[config.mk]
export PLATFORM = sky130hd
export DESIGN_NAME = rfb_framer
export DESIGN_NICKNAME = d
export VERILOG_FILES = /design/src/design/rfb_pkg.sv /design/src/design/rfb_framer.sv
export SDC_FILE = /design/constraint.sdc
export NUM_CORES = 1
export LEC_CHECK = 0
export ABC_AREA = 1
export BUFFER_PORTS_ARGS = -buffer_cell sky130_fd_sc_hd__buf_4
export CORE_ASPECT_RATIO = 0.5
export CORE_MARGIN = 2
export CORE_UTILIZATION = 55
export CTS_BUF_LIST = sky130_fd_sc_hd__clkbuf_16
export CTS_CLUSTER_SIZE = 8
export DETAILED_ROUTE_END_ITERATION = 8
export PLACE_DENSITY = 0.77
export SETUP_SLACK_MARGIN = 0.3
export SYNTH_ARGS = -nofsm -noshare
export SYNTH_HDL_FRONTEND = slang
export SYNTH_SLANG_ARGS = --single-unit
[constraint.sdc]
create_clock -name pclk -period 2.5 [get_ports pclk]
set_input_delay 0.25 -clock pclk [delete_from_list [all_inputs] [get_ports pclk]]
set_output_delay 0.25 -clock pclk [all_outputs]
set_load 0.005 [all_outputs]
[src/design/rfb_pkg.sv]
`default_nettype none
package rfb_pkg;
  // register byte addresses
  localparam logic [7:0] ADDR_FRAME = 8'h00;
  localparam logic [7:0] ADDR_AMP = 8'h04;
  localparam logic [7:0] ADDR_TIMER = 8'h08;
  localparam logic [7:0] ADDR_EXTERNAL_SIGNAL_OUTPUT_PIN = 8'h0c;
  localparam logic [7:0] ADDR_DRV = 8'h10;
  localparam logic [7:0] ADDR_RXCTL = 8'h14;
  localparam logic [7:0] ADDR_TXDATA = 8'h18;
  localparam logic [7:0] ADDR_STATUS = 8'h1c;
  localparam logic [7:0] ADDR_RCV = 8'h38;

  localparam int FIFO_DEPTH = 16;
  localparam int FIFO_WIDTH = 9;
  localparam int CNT_W = 5;

  typedef struct packed {
    logic [3:0] skip;
    logic [2:0] guard;
    logic stop_val;
    logic par_odd;
    logic par_en;
    logic start_val;
    logic start_en;
    logic [3:0] coder;
  } rfb_frame_cfg_s;

  typedef struct packed {
    logic os_en;
    logic [4:0] cw;
    logic [4:0] resid;
  } rfb_amp_cfg_s;

  typedef struct packed {
    logic [7:0] bit_period;
    logic [7:0] t2;
    logic [7:0] t1;
  } rfb_timer_cfg_s;

  typedef struct packed {
    logic [1:0] in_sel;
    logic bypass;
    logic single;
  } rfb_rcv_cfg_s;

  typedef struct packed {
    logic last;
    logic [7:0] data;
  } rfb_tx_word_s;

  localparam rfb_frame_cfg_s FRAME_RESET = 16'h0000;
  localparam rfb_amp_cfg_s AMP_RESET = 11'h000;
  localparam rfb_timer_cfg_s TIMER_RESET = 24'h000000;
  localparam rfb_rcv_cfg_s RCV_RESET = 4'h0;

  localparam logic [3:0] CODER_DEFAULT = 4'h0;
  localparam logic [3:0] BYTE_BITS = 4'h8;
  localparam logic [3:0] EXTERNAL_SIGNAL_OUTPUT_PIN_LOW = 4'h0;
  localparam logic [3:0] EXTERNAL_SIGNAL_OUTPUT_PIN_HIGH = 4'h1;
  localparam logic [3:0] EXTERNAL_SIGNAL_OUTPUT_PIN_ENVELOPE = 4'h4;
  localparam logic [3:0] EXTERNAL_SIGNAL_OUTPUT_PIN_CODE = 4'h6;
  localparam logic [1:0] EXTERNAL_SIGNAL_INPUT_PIN_INTERNAL = 2'h0;
  localparam logic [1:0] EXTERNAL_SIGNAL_INPUT_PIN_SUBCARRIER = 2'h1;
  localparam logic [1:0] EXTERNAL_SIGNAL_INPUT_PIN_GENERIC = 2'h3;
  localparam logic [1:0] DRV_LOW = 2'h0;
  localparam logic [1:0] DRV_INTERNAL = 2'h1;
  localparam logic [1:0] DRV_EXTERNAL = 2'h2;

  // residual carrier percent per setting
  localparam logic [6:0] RESID_PCT [0:31] = '{
    7'h63, 7'h62, 7'h60, 7'h5e, 7'h5b, 7'h59, 7'h57, 7'h56,
    7'h55, 7'h54, 7'h53, 7'h52, 7'h51, 7'h50, 7'h4f, 7'h4e,
    7'h4d, 7'h4c, 7'h4b, 7'h4a, 7'h48, 7'h46, 7'h44, 7'h41,
    7'h3c, 7'h37, 7'h32, 7'h2d, 7'h28, 7'h23, 7'h1e, 7'h19};

  typedef enum logic [2:0] {
    ST_IDLE, ST_START, ST_DATA, ST_PARITY, ST_STOP, ST_GUARD
  } rfb_bit_state_e;

  typedef enum logic [1:0] {OS_OFF, OS_T1, OS_T2} rfb_os_state_e;
endpackage
`default_nettype wire

[src/design/rfb_framer.sv]
// Contract
// - residual settings 25..31 give 55 down to 25 percent residual carrier.
// - overshoot protection for full keying uses two programmable timers.
// - first timer drives carrier level, then residual level for second timer.
// - bit generator active only at coder type 0000, works byte by byte.
// - optional start bit of configured value before every byte.
// - stop bit plus up to six whole guard bits after each byte; the 3-bit guard field accepts up to seven.
// - optional parity bit of configured type in each byte.
// - final byte of a frame drops the programmed count of trailing bits.
// - data bytes go out least significant bit first.
// - single-ended bit low selects fully differential receive inputs.
// - single-ended bit high selects quasi differential, board ties inputs.
// - converter bypass bit at 38h wires mixers straight to the converter.
// - signal output select 4 routes the coder envelope to the output pin.
// - signal input select 1 takes subcarrier manchester from the input pin.
// - passive and active antennas are driven one after the other only; code enforces this for driver source DRV_INTERNAL only.
`timescale 1ns/10ps
`default_nettype none
module rfb_fifo #(
  parameter int WIDTH = 9,
  parameter int DEPTH = 16
) (
  input wire logic clk,
  input wire logic rst_n,
  input wire logic in_valid,
  output logic in_ready,
  input wire logic [WIDTH-1:0] in_data,
  output logic out_valid,
  input wire logic out_ready,
  output logic [WIDTH-1:0] out_data,
  output logic [$clog2(DEPTH):0] count
);
  localparam int AW = $clog2(DEPTH);
  logic [WIDTH-1:0] mem [0:DEPTH-1];
  logic [AW-1:0] wr_ptr_reg;
  logic [AW-1:0] rd_ptr_reg;
  logic [AW:0] count_reg;
  logic push;
  logic pop;

  assign in_ready = (count_reg != DEPTH[AW:0]);
  assign out_valid = (count_reg != '0);
  assign out_data = mem[rd_ptr_reg];
  assign count = count_reg;
  assign push = in_valid && in_ready;
  assign pop = out_valid && out_ready;

  always_ff @(posedge clk)
  begin
    if (push)
      mem[wr_ptr_reg] <= in_data;
  end

  always_ff @(posedge clk or negedge rst_n)
  begin
    if (!rst_n)
    begin
      wr_ptr_reg <= '0;
      rd_ptr_reg <= '0;
      count_reg <= '0;
    end
    else
    begin
      if (push)
        wr_ptr_reg <= wr_ptr_reg + 1'b1;
      if (pop)
        rd_ptr_reg <= rd_ptr_reg + 1'b1;
      if (push && !pop)
        count_reg <= count_reg + 1'b1;
      else if (pop && !push)
        count_reg <= count_reg - 1'b1;
    end
  end
endmodule // rfb_fifo

module rfb_framer (
  input wire logic pclk,
  input wire logic presetn,
  input wire logic [7:0] paddr,
  input wire logic psel,
  input wire logic penable,
  input wire logic pwrite,
  input wire logic [31:0] pwdata,
  output logic [31:0] prdata,
  output logic pready,
  output logic pslverr,
  input wire logic external_signal_input_pin,
  input wire logic rx_demod_code,
  output logic external_signal_output_pin,
  output logic driver_envelope,
  output logic [4:0] driver_amplitude,
  output logic [6:0] residual_level_pct,
  output logic rx_single_ended,
  output logic mixer_bypass_to_converter,
  output logic decoder_input,
  output logic decoder_subcarrier,
  output logic multiple_frame_receive,
  output logic tx_busy
);
  rfb_pkg::rfb_frame_cfg_s frame_reg;
  rfb_pkg::rfb_amp_cfg_s amp_reg;
  rfb_pkg::rfb_timer_cfg_s timer_reg;
  rfb_pkg::rfb_rcv_cfg_s rcv_reg;
  logic [3:0] signal_output_select_reg;
  logic [1:0] driver_source_select_reg;
  logic multiple_frame_reg;
  logic [31:0] prdata_reg;
  logic pslverr_reg;
  logic setup;
  logic access;
  logic wr_ok;
  logic data_wr;
  logic fifo_in_ready;
  logic fifo_out_valid;
  logic fifo_out_ready;
  rfb_pkg::rfb_tx_word_s fifo_out;
  logic [rfb_pkg::CNT_W-1:0] fifo_count;

  // both pins cross from the analog side
  logic [1:0] sync1_reg;
  logic [1:0] sync2_reg;
  logic external_signal_input_pin_s;
  logic demod_s;

  assign setup = psel && !penable;
  assign access = psel && penable;
  assign data_wr = access && pwrite && (paddr == rfb_pkg::ADDR_TXDATA);
  // full fifo stalls the bus write rather than dropping the byte
  assign pready = !(data_wr && !fifo_in_ready);
  assign wr_ok = access && pwrite && pready;
  assign prdata = prdata_reg;
  assign pslverr = pslverr_reg && access;

  always_ff @(posedge pclk or negedge presetn)
  begin
    if (!presetn)
    begin
      frame_reg <= rfb_pkg::FRAME_RESET;
      amp_reg <= rfb_pkg::AMP_RESET;
      timer_reg <= rfb_pkg::TIMER_RESET;
      rcv_reg <= rfb_pkg::RCV_RESET;
      signal_output_select_reg <= rfb_pkg::EXTERNAL_SIGNAL_OUTPUT_PIN_LOW;
      driver_source_select_reg <= rfb_pkg::DRV_LOW;
      multiple_frame_reg <= 1'b0;
    end
    else if (wr_ok)
    begin
      if (paddr == rfb_pkg::ADDR_FRAME)
        frame_reg <= pwdata[$bits(rfb_pkg::rfb_frame_cfg_s)-1:0];
      else if (paddr == rfb_pkg::ADDR_AMP)
        amp_reg <= pwdata[$bits(rfb_pkg::rfb_amp_cfg_s)-1:0];
      else if (paddr == rfb_pkg::ADDR_TIMER)
        timer_reg <= pwdata[$bits(rfb_pkg::rfb_timer_cfg_s)-1:0];
      else if (paddr == rfb_pkg::ADDR_EXTERNAL_SIGNAL_OUTPUT_PIN)
        signal_output_select_reg <= pwdata[3:0];
      else if (paddr == rfb_pkg::ADDR_DRV)
        driver_source_select_reg <= pwdata[1:0];
      else if (paddr == rfb_pkg::ADDR_RXCTL)
        multiple_frame_reg <= pwdata[0];
      else if (paddr == rfb_pkg::ADDR_RCV)
        rcv_reg <= pwdata[$bits(rfb_pkg::rfb_rcv_cfg_s)-1:0];
    end
  end

  always_ff @(posedge pclk or negedge presetn)
  begin
    if (!presetn)
    begin
      prdata_reg <= 32'h00000000;
      pslverr_reg <= 1'b0;
    end
    else if (setup)
    begin
      pslverr_reg <= 1'b0;
      prdata_reg <= 32'h00000000;
      if (paddr == rfb_pkg::ADDR_FRAME)
        prdata_reg <= {16'h0000, frame_reg};
      else if (paddr == rfb_pkg::ADDR_AMP)
        prdata_reg <= {21'h000000, amp_reg};
      else if (paddr == rfb_pkg::ADDR_TIMER)
        prdata_reg <= {8'h00, timer_reg};
      else if (paddr == rfb_pkg::ADDR_EXTERNAL_SIGNAL_OUTPUT_PIN)
        prdata_reg <= {28'h0000000, signal_output_select_reg};
      else if (paddr == rfb_pkg::ADDR_DRV)
        prdata_reg <= {30'h00000000, driver_source_select_reg};
      else if (paddr == rfb_pkg::ADDR_RXCTL)
        prdata_reg <= {31'h00000000, multiple_frame_reg};
      else if (paddr == rfb_pkg::ADDR_TXDATA)
        prdata_reg <= 32'h00000000;
      else if (paddr == rfb_pkg::ADDR_STATUS)
        prdata_reg <= {26'h0000000, tx_busy, fifo_count};
      else if (paddr == rfb_pkg::ADDR_RCV)
        prdata_reg <= {28'h0000000, rcv_reg};
      else
        pslverr_reg <= 1'b1;
    end
  end

  rfb_fifo #(
    .WIDTH(rfb_pkg::FIFO_WIDTH),
    .DEPTH(rfb_pkg::FIFO_DEPTH)
  ) u_fifo (
    .clk(pclk),
    .rst_n(presetn),
    .in_valid(data_wr),
    .in_ready(fifo_in_ready),
    .in_data(pwdata[rfb_pkg::FIFO_WIDTH-1:0]),
    .out_valid(fifo_out_valid),
    .out_ready(fifo_out_ready),
    .out_data(fifo_out),
    .count(fifo_count)
  );

  always_ff @(posedge pclk or negedge presetn)
  begin
    if (!presetn)
    begin
      sync1_reg <= 2'h0;
      sync2_reg <= 2'h0;
    end
    else
    begin
      sync1_reg <= {rx_demod_code, external_signal_input_pin};
      sync2_reg <= sync1_reg;
    end
  end
  assign external_signal_input_pin_s = sync2_reg[0];
  assign demod_s = sync2_reg[1];

  // bit generator
  rfb_pkg::rfb_bit_state_e st_reg;
  rfb_pkg::rfb_bit_state_e st_first;
  logic [7:0] shift_reg;
  logic [3:0] dcnt_reg;
  logic [2:0] gcnt_reg;
  logic [7:0] bcnt_reg;
  logic par_reg;
  logic tick;
  logic [3:0] nbits;
  logic coder_env;
  logic gen_on;

  assign gen_on = (frame_reg.coder == rfb_pkg::CODER_DEFAULT);
  assign fifo_out_ready = gen_on && (st_reg == rfb_pkg::ST_IDLE);
  assign tick = (bcnt_reg == timer_reg.bit_period);
  assign tx_busy = (st_reg != rfb_pkg::ST_IDLE);

  always_comb
  begin
    nbits = rfb_pkg::BYTE_BITS;
    if (fifo_out.last)
    begin
      if (frame_reg.skip > rfb_pkg::BYTE_BITS)
        nbits = 4'h0;
      else
        nbits = rfb_pkg::BYTE_BITS - frame_reg.skip;
    end
    if (frame_reg.start_en)
      st_first = rfb_pkg::ST_START;
    else if (nbits != 4'h0)
      st_first = rfb_pkg::ST_DATA;
    else if (frame_reg.par_en)
      st_first = rfb_pkg::ST_PARITY;
    else
      st_first = rfb_pkg::ST_STOP;
  end

  always_ff @(posedge pclk or negedge presetn)
  begin
    if (!presetn)
      bcnt_reg <= 8'h00;
    else if (st_reg == rfb_pkg::ST_IDLE || tick)
      bcnt_reg <= 8'h00;
    else
      bcnt_reg <= bcnt_reg + 8'h01;
  end

  always_ff @(posedge pclk or negedge presetn)
  begin
    if (!presetn)
    begin
      st_reg <= rfb_pkg::ST_IDLE;
      shift_reg <= 8'h00;
      dcnt_reg <= 4'h0;
      gcnt_reg <= 3'h0;
      par_reg <= 1'b0;
    end
    else
    begin
      case (st_reg)
        rfb_pkg::ST_IDLE:
          if (fifo_out_valid && fifo_out_ready)
          begin
            shift_reg <= fifo_out.data;
            dcnt_reg <= nbits;
            gcnt_reg <= frame_reg.guard;
            par_reg <= 1'b0;
            st_reg <= st_first;
          end
        rfb_pkg::ST_START:
          if (tick)
          begin
            if (dcnt_reg != 4'h0)
              st_reg <= rfb_pkg::ST_DATA;
            else if (frame_reg.par_en)
              st_reg <= rfb_pkg::ST_PARITY;
            else
              st_reg <= rfb_pkg::ST_STOP;
          end
        rfb_pkg::ST_DATA:
          if (tick)
          begin
            shift_reg <= {1'b0, shift_reg[7:1]};
            par_reg <= par_reg ^ shift_reg[0];
            dcnt_reg <= dcnt_reg - 4'h1;
            if (dcnt_reg == 4'h1)
              st_reg <= frame_reg.par_en ? rfb_pkg::ST_PARITY
                                         : rfb_pkg::ST_STOP;
          end
        rfb_pkg::ST_PARITY:
          if (tick)
            st_reg <= rfb_pkg::ST_STOP;
        rfb_pkg::ST_STOP:
          if (tick)
            st_reg <= (gcnt_reg != 3'h0) ? rfb_pkg::ST_GUARD
                                         : rfb_pkg::ST_IDLE;
        rfb_pkg::ST_GUARD:
          if (tick)
          begin
            gcnt_reg <= gcnt_reg - 3'h1;
            if (gcnt_reg == 3'h1)
              st_reg <= rfb_pkg::ST_IDLE;
          end
        default:
          st_reg <= rfb_pkg::ST_IDLE;
      endcase
    end
  end

  // guard count above six is taken as written; hardware does not clamp
  always_comb
  begin
    case (st_reg)
      rfb_pkg::ST_START: coder_env = frame_reg.start_val;
      rfb_pkg::ST_DATA: coder_env = shift_reg[0];
      rfb_pkg::ST_PARITY: coder_env = par_reg ^ frame_reg.par_odd;
      rfb_pkg::ST_STOP: coder_env = frame_reg.stop_val;
      rfb_pkg::ST_GUARD: coder_env = frame_reg.stop_val;
      default: coder_env = 1'b1;
    endcase
  end

  // routing between coder, decoder and the two antenna paths
  logic active_path;
  logic drv_env;
  logic external_signal_output_pin_next;
  logic dec_next;

  assign active_path =
    (signal_output_select_reg == rfb_pkg::EXTERNAL_SIGNAL_OUTPUT_PIN_ENVELOPE);

  always_comb
  begin
    case (driver_source_select_reg)
      rfb_pkg::DRV_LOW: drv_env = 1'b0;
      // passive path rests while the active antenna is served
      rfb_pkg::DRV_INTERNAL: drv_env = active_path ? 1'b0 : coder_env;
      rfb_pkg::DRV_EXTERNAL: drv_env = external_signal_input_pin_s;
      default: drv_env = 1'b1;
    endcase
    case (signal_output_select_reg)
      rfb_pkg::EXTERNAL_SIGNAL_OUTPUT_PIN_HIGH: external_signal_output_pin_next = 1'b1;
      rfb_pkg::EXTERNAL_SIGNAL_OUTPUT_PIN_ENVELOPE: external_signal_output_pin_next = coder_env;
      rfb_pkg::EXTERNAL_SIGNAL_OUTPUT_PIN_CODE: external_signal_output_pin_next = demod_s;
      default: external_signal_output_pin_next = 1'b0;
    endcase
    case (rcv_reg.in_sel)
      rfb_pkg::EXTERNAL_SIGNAL_INPUT_PIN_SUBCARRIER: dec_next = external_signal_input_pin_s;
      rfb_pkg::EXTERNAL_SIGNAL_INPUT_PIN_GENERIC: dec_next = external_signal_input_pin_s;
      default: dec_next = demod_s;
    endcase
  end

  // overshoot shaping on each carrier restart
  rfb_pkg::rfb_os_state_e os_reg;
  logic [7:0] os_cnt_reg;
  logic env_prev_reg;
  logic os_start;

  // start on the raw edge so the amplitude lines up with the envelope flop
  assign os_start = (os_reg == rfb_pkg::OS_OFF) && amp_reg.os_en
    && drv_env && !env_prev_reg;

  always_ff @(posedge pclk or negedge presetn)
  begin
    if (!presetn)
    begin
      os_reg <= rfb_pkg::OS_OFF;
      os_cnt_reg <= 8'h00;
      env_prev_reg <= 1'b0;
    end
    else
    begin
      env_prev_reg <= drv_env;
      case (os_reg)
        rfb_pkg::OS_OFF:
          if (os_start)
          begin
            os_reg <= rfb_pkg::OS_T1;
            os_cnt_reg <= timer_reg.t1;
          end
        rfb_pkg::OS_T1:
          if (os_cnt_reg == 8'h00)
          begin
            os_reg <= rfb_pkg::OS_T2;
            os_cnt_reg <= timer_reg.t2;
          end
          else
            os_cnt_reg <= os_cnt_reg - 8'h01;
        rfb_pkg::OS_T2:
          if (os_cnt_reg == 8'h00)
            os_reg <= rfb_pkg::OS_OFF;
          else
            os_cnt_reg <= os_cnt_reg - 8'h01;
        default:
          os_reg <= rfb_pkg::OS_OFF;
      endcase
    end
  end

  always_ff @(posedge pclk or negedge presetn)
  begin
    if (!presetn)
    begin
      driver_amplitude <= 5'h00;
      residual_level_pct <= 7'h00;
      driver_envelope <= 1'b0;
      external_signal_output_pin <= 1'b0;
      decoder_input <= 1'b0;
      decoder_subcarrier <= 1'b0;
      rx_single_ended <= 1'b0;
      mixer_bypass_to_converter <= 1'b0;
      multiple_frame_receive <= 1'b0;
    end
    else
    begin
      if (os_start || (os_reg == rfb_pkg::OS_T1 && os_cnt_reg != 8'h00))
        driver_amplitude <= amp_reg.cw;
      else if (os_reg == rfb_pkg::OS_T1
        || (os_reg == rfb_pkg::OS_T2 && os_cnt_reg != 8'h00))
        driver_amplitude <= amp_reg.resid;
      else if (drv_env)
        driver_amplitude <= amp_reg.cw;
      else if (amp_reg.os_en)
        driver_amplitude <= 5'h00;
      else
        driver_amplitude <= amp_reg.resid;
      residual_level_pct <= rfb_pkg::RESID_PCT[amp_reg.resid];
      driver_envelope <= drv_env;
      external_signal_output_pin <= external_signal_output_pin_next;
      decoder_input <= dec_next;
      decoder_subcarrier <=
        (rcv_reg.in_sel == rfb_pkg::EXTERNAL_SIGNAL_INPUT_PIN_SUBCARRIER);
      rx_single_ended <= rcv_reg.single;
      mixer_bypass_to_converter <= rcv_reg.bypass;
      multiple_frame_receive <= multiple_frame_reg;
    end
  end
endmodule // rfb_framer
`default_nettype wire

; Word level (Yosys, flattened, before mapping)
; Memory sizes are Yosys's and may differ from the RTL's. A register that Yosys moved wholly into a read port is not among the register bits.
; Cells that the tools add are included.
[word_totals]
regBits = 161
mem_bits_rw = 144
romBits = 224
in_bits = 47
output_inout_bits = 54
word_cells = 227
n_memories = 2
[mem_list]
columns = memory, words, width, read_ports, rd_ports_with_merged_regs, write_ports, line_no
row1 = (name not given), 32, 7, 1, 1, 0, rfb_framer.sv:458  ; residual_level_pct <= rfb_pkg::RESID_PCT[amp_reg.resid];
row2 = u_fifo.mem, 16, 9, 1, 0, 1, rfb_framer.sv:34  ; logic [WIDTH-1:0] mem [0:DEPTH-1];
[op_classes]
add_sub_neg = 9
order_cmp = 1
n_eq_ne = 38
mux = 68
n_bitwise = 9
n_reduce_logical = 57
[ops]
columns = cell, n
row1 = $mux 24, 3
row2 = $mux 8, 6
row3 = $mux 3, 15
row4 = $eq 8x5->1 const B, 4
row5 = $mux 5, 6
row6 = $mux 6, 5
row7 = $pmux 8 s3, 1
row8 = $ne 2x2->1 const B, 11
row9 = $mux 4, 5
row10 = $pmux 3 s6, 1
row11 = $logic_and 1x1->1, 17
row12 = $eq 8x4->1 const B, 2
row13 = $logic_not 8->1, 2
row14 = $pmux 8 s2, 1
row15 = $reduce_and 8->1, 2
row16 = $mux 1, 15
row17 = $reduce_and 3->1, 5
row18 = $reduce_bool 3->1, 3
row19 = $add 4x1->4 const B, 2
row20 = $add 8x1->8 const B, 1
row21 = $eq 4x1->1 const B, 2
row22 = $eq 4x3->1 const B, 2
row23 = $eq 8x3->1 const B, 1
row24 = $eq 8x6->1 const B, 1
row25 = 40 further kinds, 69

; Logic depth before layout (Yosys ltp)
[depth]
depth_word = 10
depth_mapped = 16
ltp_nobuf = 16

; Cells and area by module
; A second synthesis with hierarchy kept.
[hier_totals]
cells_unflattened = 1628
area_unflattened_um2 = 14531.4
[by_module_without_submodules]
columns = module, n_inst, cells_each, area_per_inst_um2
row1 = rfb_framer, 1, 948, 7667.4
row2 = rfb_fifo, 1, 680, 6864.1

; Worst setup path after synthesis
; Ideal clock, no wire load.
[synth_path]
kind = register -> register
from = register st_reg[1]
to = register u_fifo.count_reg[4], in the netlist u_fifo.count[4]
setup_ps = 125
arrival_time_ps = 2186
path_slack_ps = 189
stages_incl_launch_ff = 16
synth_period_minus_slack_ps = 2311
cell_sequence = dfrtp_1 nor2_2 nand2_4 nor2_1 o21a_1 inv_1 ha_1 inv_1 ha_1 a21oi_1 nor2_1 nor2_1 nand2_1 nand2_1 nor2_1 xor2_1
[synth_via]
elab_chain_cells = 6
elab_cells_between_ends = 8
cone_classes = mux (1) / reduce/logical (7)
[synth_lines]
columns = item, line_no
row1 = from (decl), rfb_framer.sv:231  ; rfb_pkg::rfb_bit_state_e st_reg;
row2 = from (signal assigned), rfb_framer.sv:282  ; st_reg <= rfb_pkg::ST_IDLE;
row3 = from (signal assigned), rfb_framer.sv:298  ; st_reg <= st_first;
row4 = from (signal assigned), rfb_framer.sv:304  ; st_reg <= rfb_pkg::ST_DATA;
row5 = $logic_not 3->1 (*), rfb_framer.sv:244  ; assign fifo_out_ready = gen_on && (st_reg == rfb_pkg::ST_IDLE);
row6 = $logic_and 1x1->1 (*), rfb_framer.sv:244
row7 = $logic_and 1x1->1 (*), rfb_framer.sv:46  ; assign pop = out_valid && out_ready;
row8 = $logic_not 1->1, rfb_framer.sv:68  ; if (push && !pop)
row9 = $logic_and 1x1->1, rfb_framer.sv:68
row10 = $mux 5 / $reduce_bool 2->1 (equally long branches), n/a
row11 = to (signal assigned), rfb_framer.sv:69  ; count_reg <= count_reg + 1'b1;
row12 = to (signal assigned), rfb_framer.sv:71  ; count_reg <= count_reg - 1'b1;
row13 = to (decl), rfb_framer.sv:37  ; logic [AW:0] count_reg;
; Every way passes the cells marked *; elsewhere a longest branch is shown, timed or not.
; A chain may end at the register's enable or synchronous reset.

; Final worst setup path
[layout_path]
from = register u_fifo.count_reg[3], in the netlist u_fifo.count[3]
to = register u_fifo.count_reg[4], in the netlist u_fifo.count[4]
[layout_via]
elab_chain_cells = 5
elab_cells_between_ends = 13
cone_classes = add/sub (2) / eq/ne (1) / mux (2) / reduce/logical (8)
[layout_lines]
columns = item, line_no
row1 = $ne 5x5->1 (*), rfb_framer.sv:41  ; assign in_ready = (count_reg != DEPTH[AW:0]);
row2 = $logic_and 1x1->1 (*), rfb_framer.sv:45  ; assign push = in_valid && in_ready;
row3 = net u_fifo.push, rfb_framer.sv:38  ; logic push;
row4 = $logic_not 1->1, rfb_framer.sv:70  ; else if (pop && !push)
row5 = $logic_and 1x1->1, rfb_framer.sv:70
row6 = $reduce_bool 2->1 (no source line), n/a
; The timed path passes the listed nets; every way through them passes the cells marked *. The select of a mux whose other input is x is not followed.

==> results.cfg <==
[outcome]
run_status = finished, final reports clean

[timing]
worst-slew-pin-transition_ps = 605
setup_repair_after_global_routing_missed_its_margin = yes
report.final.slew_viol_count = 0
slew-limit-headroom_pct = 59.6
post_route_clock_period_utilization_pct = 90.4
timing_hold_violations_final = 0
finalClockSkew_ps = 25.1
postLayoutSetupSlackWorst_ps = 239
final_report_setup_violation_count = 0
fin_hold_ws_ps = 19.0
fmax_ghz = 0.442
layout_min_cycle_time_ps = 2260

[detailed_routing]
drc = 0
met1_length_mm = 14.6
detailroute.wirelength.met2_mm = 17.7
routed-wl-met3_mm = 2.92
highest_layer = met4
wl_per_cell_um = 18.7
final_antenna_net_count = 0
via_count = 11300
drt-vias-per-instance = 5.81
first_pass_iters = 8
drt_iter0_drc = 1382
finalWirelength_mm = 36.3

[power]
pwr-share-seq_pct = 42.6
share_comb_of_total_power_pct = 19.0
power.clock.fraction_pct = 38.4
switching_share_pct = 29.7
ir_worst_vdd_mv = 0.495
power_density_relative_to_cell_area_nw_per_um2 = 820
power_leakage_nw = 7.17
totalPowerFinal_mw = 13.6
p_sw_mw = 4.04
power_report.internal_total_mw = 9.56

[die]
design.die.area_um2 = 26700
rows = 41
floorplan.initialDensity_pct = 55.6
die_w_um = 229
die_height_um = 117
pin_count = 101
coreArea_um2 = 25000

[cells_and_area]
insertedDiodeCount = 0
area_growth_syn_to_layout_pct = 19.1
instances_no_fill = 1943
design.final.nets = 1654
largest_register_ffs = 144
drive_gt1_share_pct = 14.8
utilization_pct = 66.2

[global_routing]
grt_antenna_before_repair = 0
grt_pass1_vias = 10800
maximum_number_of_pins_on_one_net_before_global_route_repair = 63
wire_length_of_the_first_global_routing_pass_mm = 56.9
global_route.overflow_total = 0
grt_use_total_pct = 27.4

[synth]
post_synth_instance_area_um2 = 13900
yosys.cell_types.count = 49
post_synth_top_flop = dfrtp_1
async_flop_share_pct = 52.6
yosysWarnings = 0
netlist.area_leader.share_pct = 31.0
netlist_top_cells_area = edfxtp_1 (31%), dfrtp_1 (29%), nand2_1 (7.4%)
yosys.area.top_type = edfxtp_1
synth_edf_count = 144
syn-mean-instance-area_um2 = 9.70
post_synthesis_cells = 1436
synth_seq_area_share_pct = 59.8
synth.ff_latch_count = 304

[place]
pre_cts_setup_slack_ps = -33.8
place_inst = 1853
detailedPlacementHpwl_mm = 24.2
finalWeightedCongestion = 0.933
io_buf_count = 84

[setup_path]
crit-reg2reg-capture = u_fifo.count[4]
endpoint_kind = flop
worst-r2r-setup-slack_ps = 240
critical_path_peak_fanout = 4
reg2reg_depth = 16
worst-endpoint-required_ps = 2930
timing.critical_path.from_type = flop
worst_r2r_startpoint = u_fifo.count[3]
cp.arrival_ps = 2690
timing_worst_setup_path_type = flop to flop

[worst_hold_path]
timing.hold.worst.class = input port to flop
min-delay-start = pwdata[0]
min_path_cells = 1
destination_of_the_worst_hold_path = u_fifo.mem[3][0]

[cts]
cts_max_path_buffers = 3
cts_inserted_buffers = 43
cts_htree_levels = 2
clock-root-buffer = clkbuf_16
clock_tree_from_tritoncts = done
numClockSinks = 304
clk_pin_slew_ps = 60
clkLatencyLatePin_ps = 560

[run]
cap_viol_max_count = 0
==> worst max path at each step <==
stage                 endpoint             from  slack (ps)
2_1_floorplan  u_fifo.count[4]  u_fifo.count[0]         310
3_3_place_gp   u_fifo.count[4]         paddr[2]          70
3_5_place_dp   u_fifo.count[4]         paddr[2]         -30
4_1_cts        u_fifo.count[4]  u_fifo.count[0]         280
5_1_grt        u_fifo.count[4]  u_fifo.count[3]          80
6_report       u_fifo.count[4]  u_fifo.count[3]         240
==> placed cells by master (no fill, tap or decap), types with 3 or more instances in the layout <==
cell type	n
nand2_1	273
o21ai_0	167
dfrtp_1	157
inv_1	155
nor2_1	151
edfxtp_1	144
buf_4	136
nand3_1	59
a21oi_1	46
clkbuf_16	43
ha_1	27
nand4_1	20
xor2_1	17
nor3_1	17
o22ai_1	17
o221ai_1	17
o21ai_1	14
o211ai_1	12
dlygate4sd3_1	11
a221oi_1	9
nand2_2	8
a31oi_1	8
conb_1	8
nor2_4	6
or2_2	6
o31ai_1	5
inv_2	4
nand2_4	4
a21oi_2	4
a22oi_1	4
nor4_1	3
and3_1	3
clkinv_1	3
buf_12	3
dfrtp_2	3
==> power groups by stage <==
stage / registers [mW] / clock network [mW] / logic [mW]
floorplan: 5.81 / 0 / 1.75
global placement: 5.85 / 0 / 2.34
detailed placement: 5.87 / 0 / 2.46
CTS: 5.78 / 5.27 / 2.54
global route: 5.82 / 5.54 / 2.89
finish: 5.79 / 5.22 / 2.59
==> final cells by class <==
cell class,count,area [um2]
inverters,144,549
well taps,344,430
fillers,1861,8450
clock buffers,43,1080
flip-flops and latches,304,8330
clock inverters,24,128
repair buffers,152,1210
multi-input cells,932,4850
==> worst max-delay path, stage by stage (launching register included) <==
cell	delay, ps
dfrtp_1	350
inv_1	90
nand3_2	90
inv_1	80
nand2_2	90
nand3_4	100
inv_4	100
ha_4	140
inv_4	50
fa_2	370
a21oi_2	170
nor2_1	80
nor2_2	110
nand2_1	60
nand2_1	70
nor2_1	50
xor2_1	130
==> timing repair <==
action | in CTS | in global routing
pin swaps | 7 | 9
buffers inserted | 8 | 4
resized for setup | 12 | 10
endpoints found under the hold margin | 68 | 0
hold buffers | 11 | 0
setup endpoints to repair | 2 | 14
==> layer usage <==
metal  track usage (%)  up-vias
met5                 0        -
met4              11.5        0
met3              4.96      106
met2              46.8      575
met1              35.2     5451
li1                  -     5158
==> cells in the mapped netlist (all sizes together), types with 3 or more instances <==
| master | number |
|---|---|
| clkbuf | 30 |
| nor4 | 3 |
| edfxtp | 144 |
| o221ai | 17 |
| ha | 29 |
| o22ai | 17 |
| o21ai | 181 |
| clkinv | 5 |
| buf | 33 |
| o211ai | 12 |
| a21oi | 50 |
| nand4 | 21 |
| nor2 | 159 |
| dfrtp | 160 |
| a22oi | 4 |
| xor2 | 17 |
| a221oi | 9 |
| a31oi | 8 |
| nand3 | 62 |
| or2 | 6 |
| and3 | 3 |
| inv | 139 |
| nor3 | 20 |
| o31ai | 5 |
| nand2 | 285 |
==> through the flow <==
step / area (um2) / setup TNS, ps
after floorplan: 14000 / 0
after global placement: 15100 / 0
after detailed placement: 15100 / -33.8
after CTS: 16500 / 0
after global routing: 16600 / 0
final: 16600 / 0
==> kinds of logic after synthesis <==
logic type	after synthesis	synth area share, %
AND/OR/NAND/NOR	565	17.4
AO/OA/AOI/OAI	309	12.6
flip-flops	304	59.8
buffers and inverters	207	6.12
adder cells (fa/ha/maj)	30	2.75
XOR/XNOR	19	1.19
other	1	0.0269
multiplexers	1	0.0719
No activity file was read; power rests on OpenSTA's default activity.
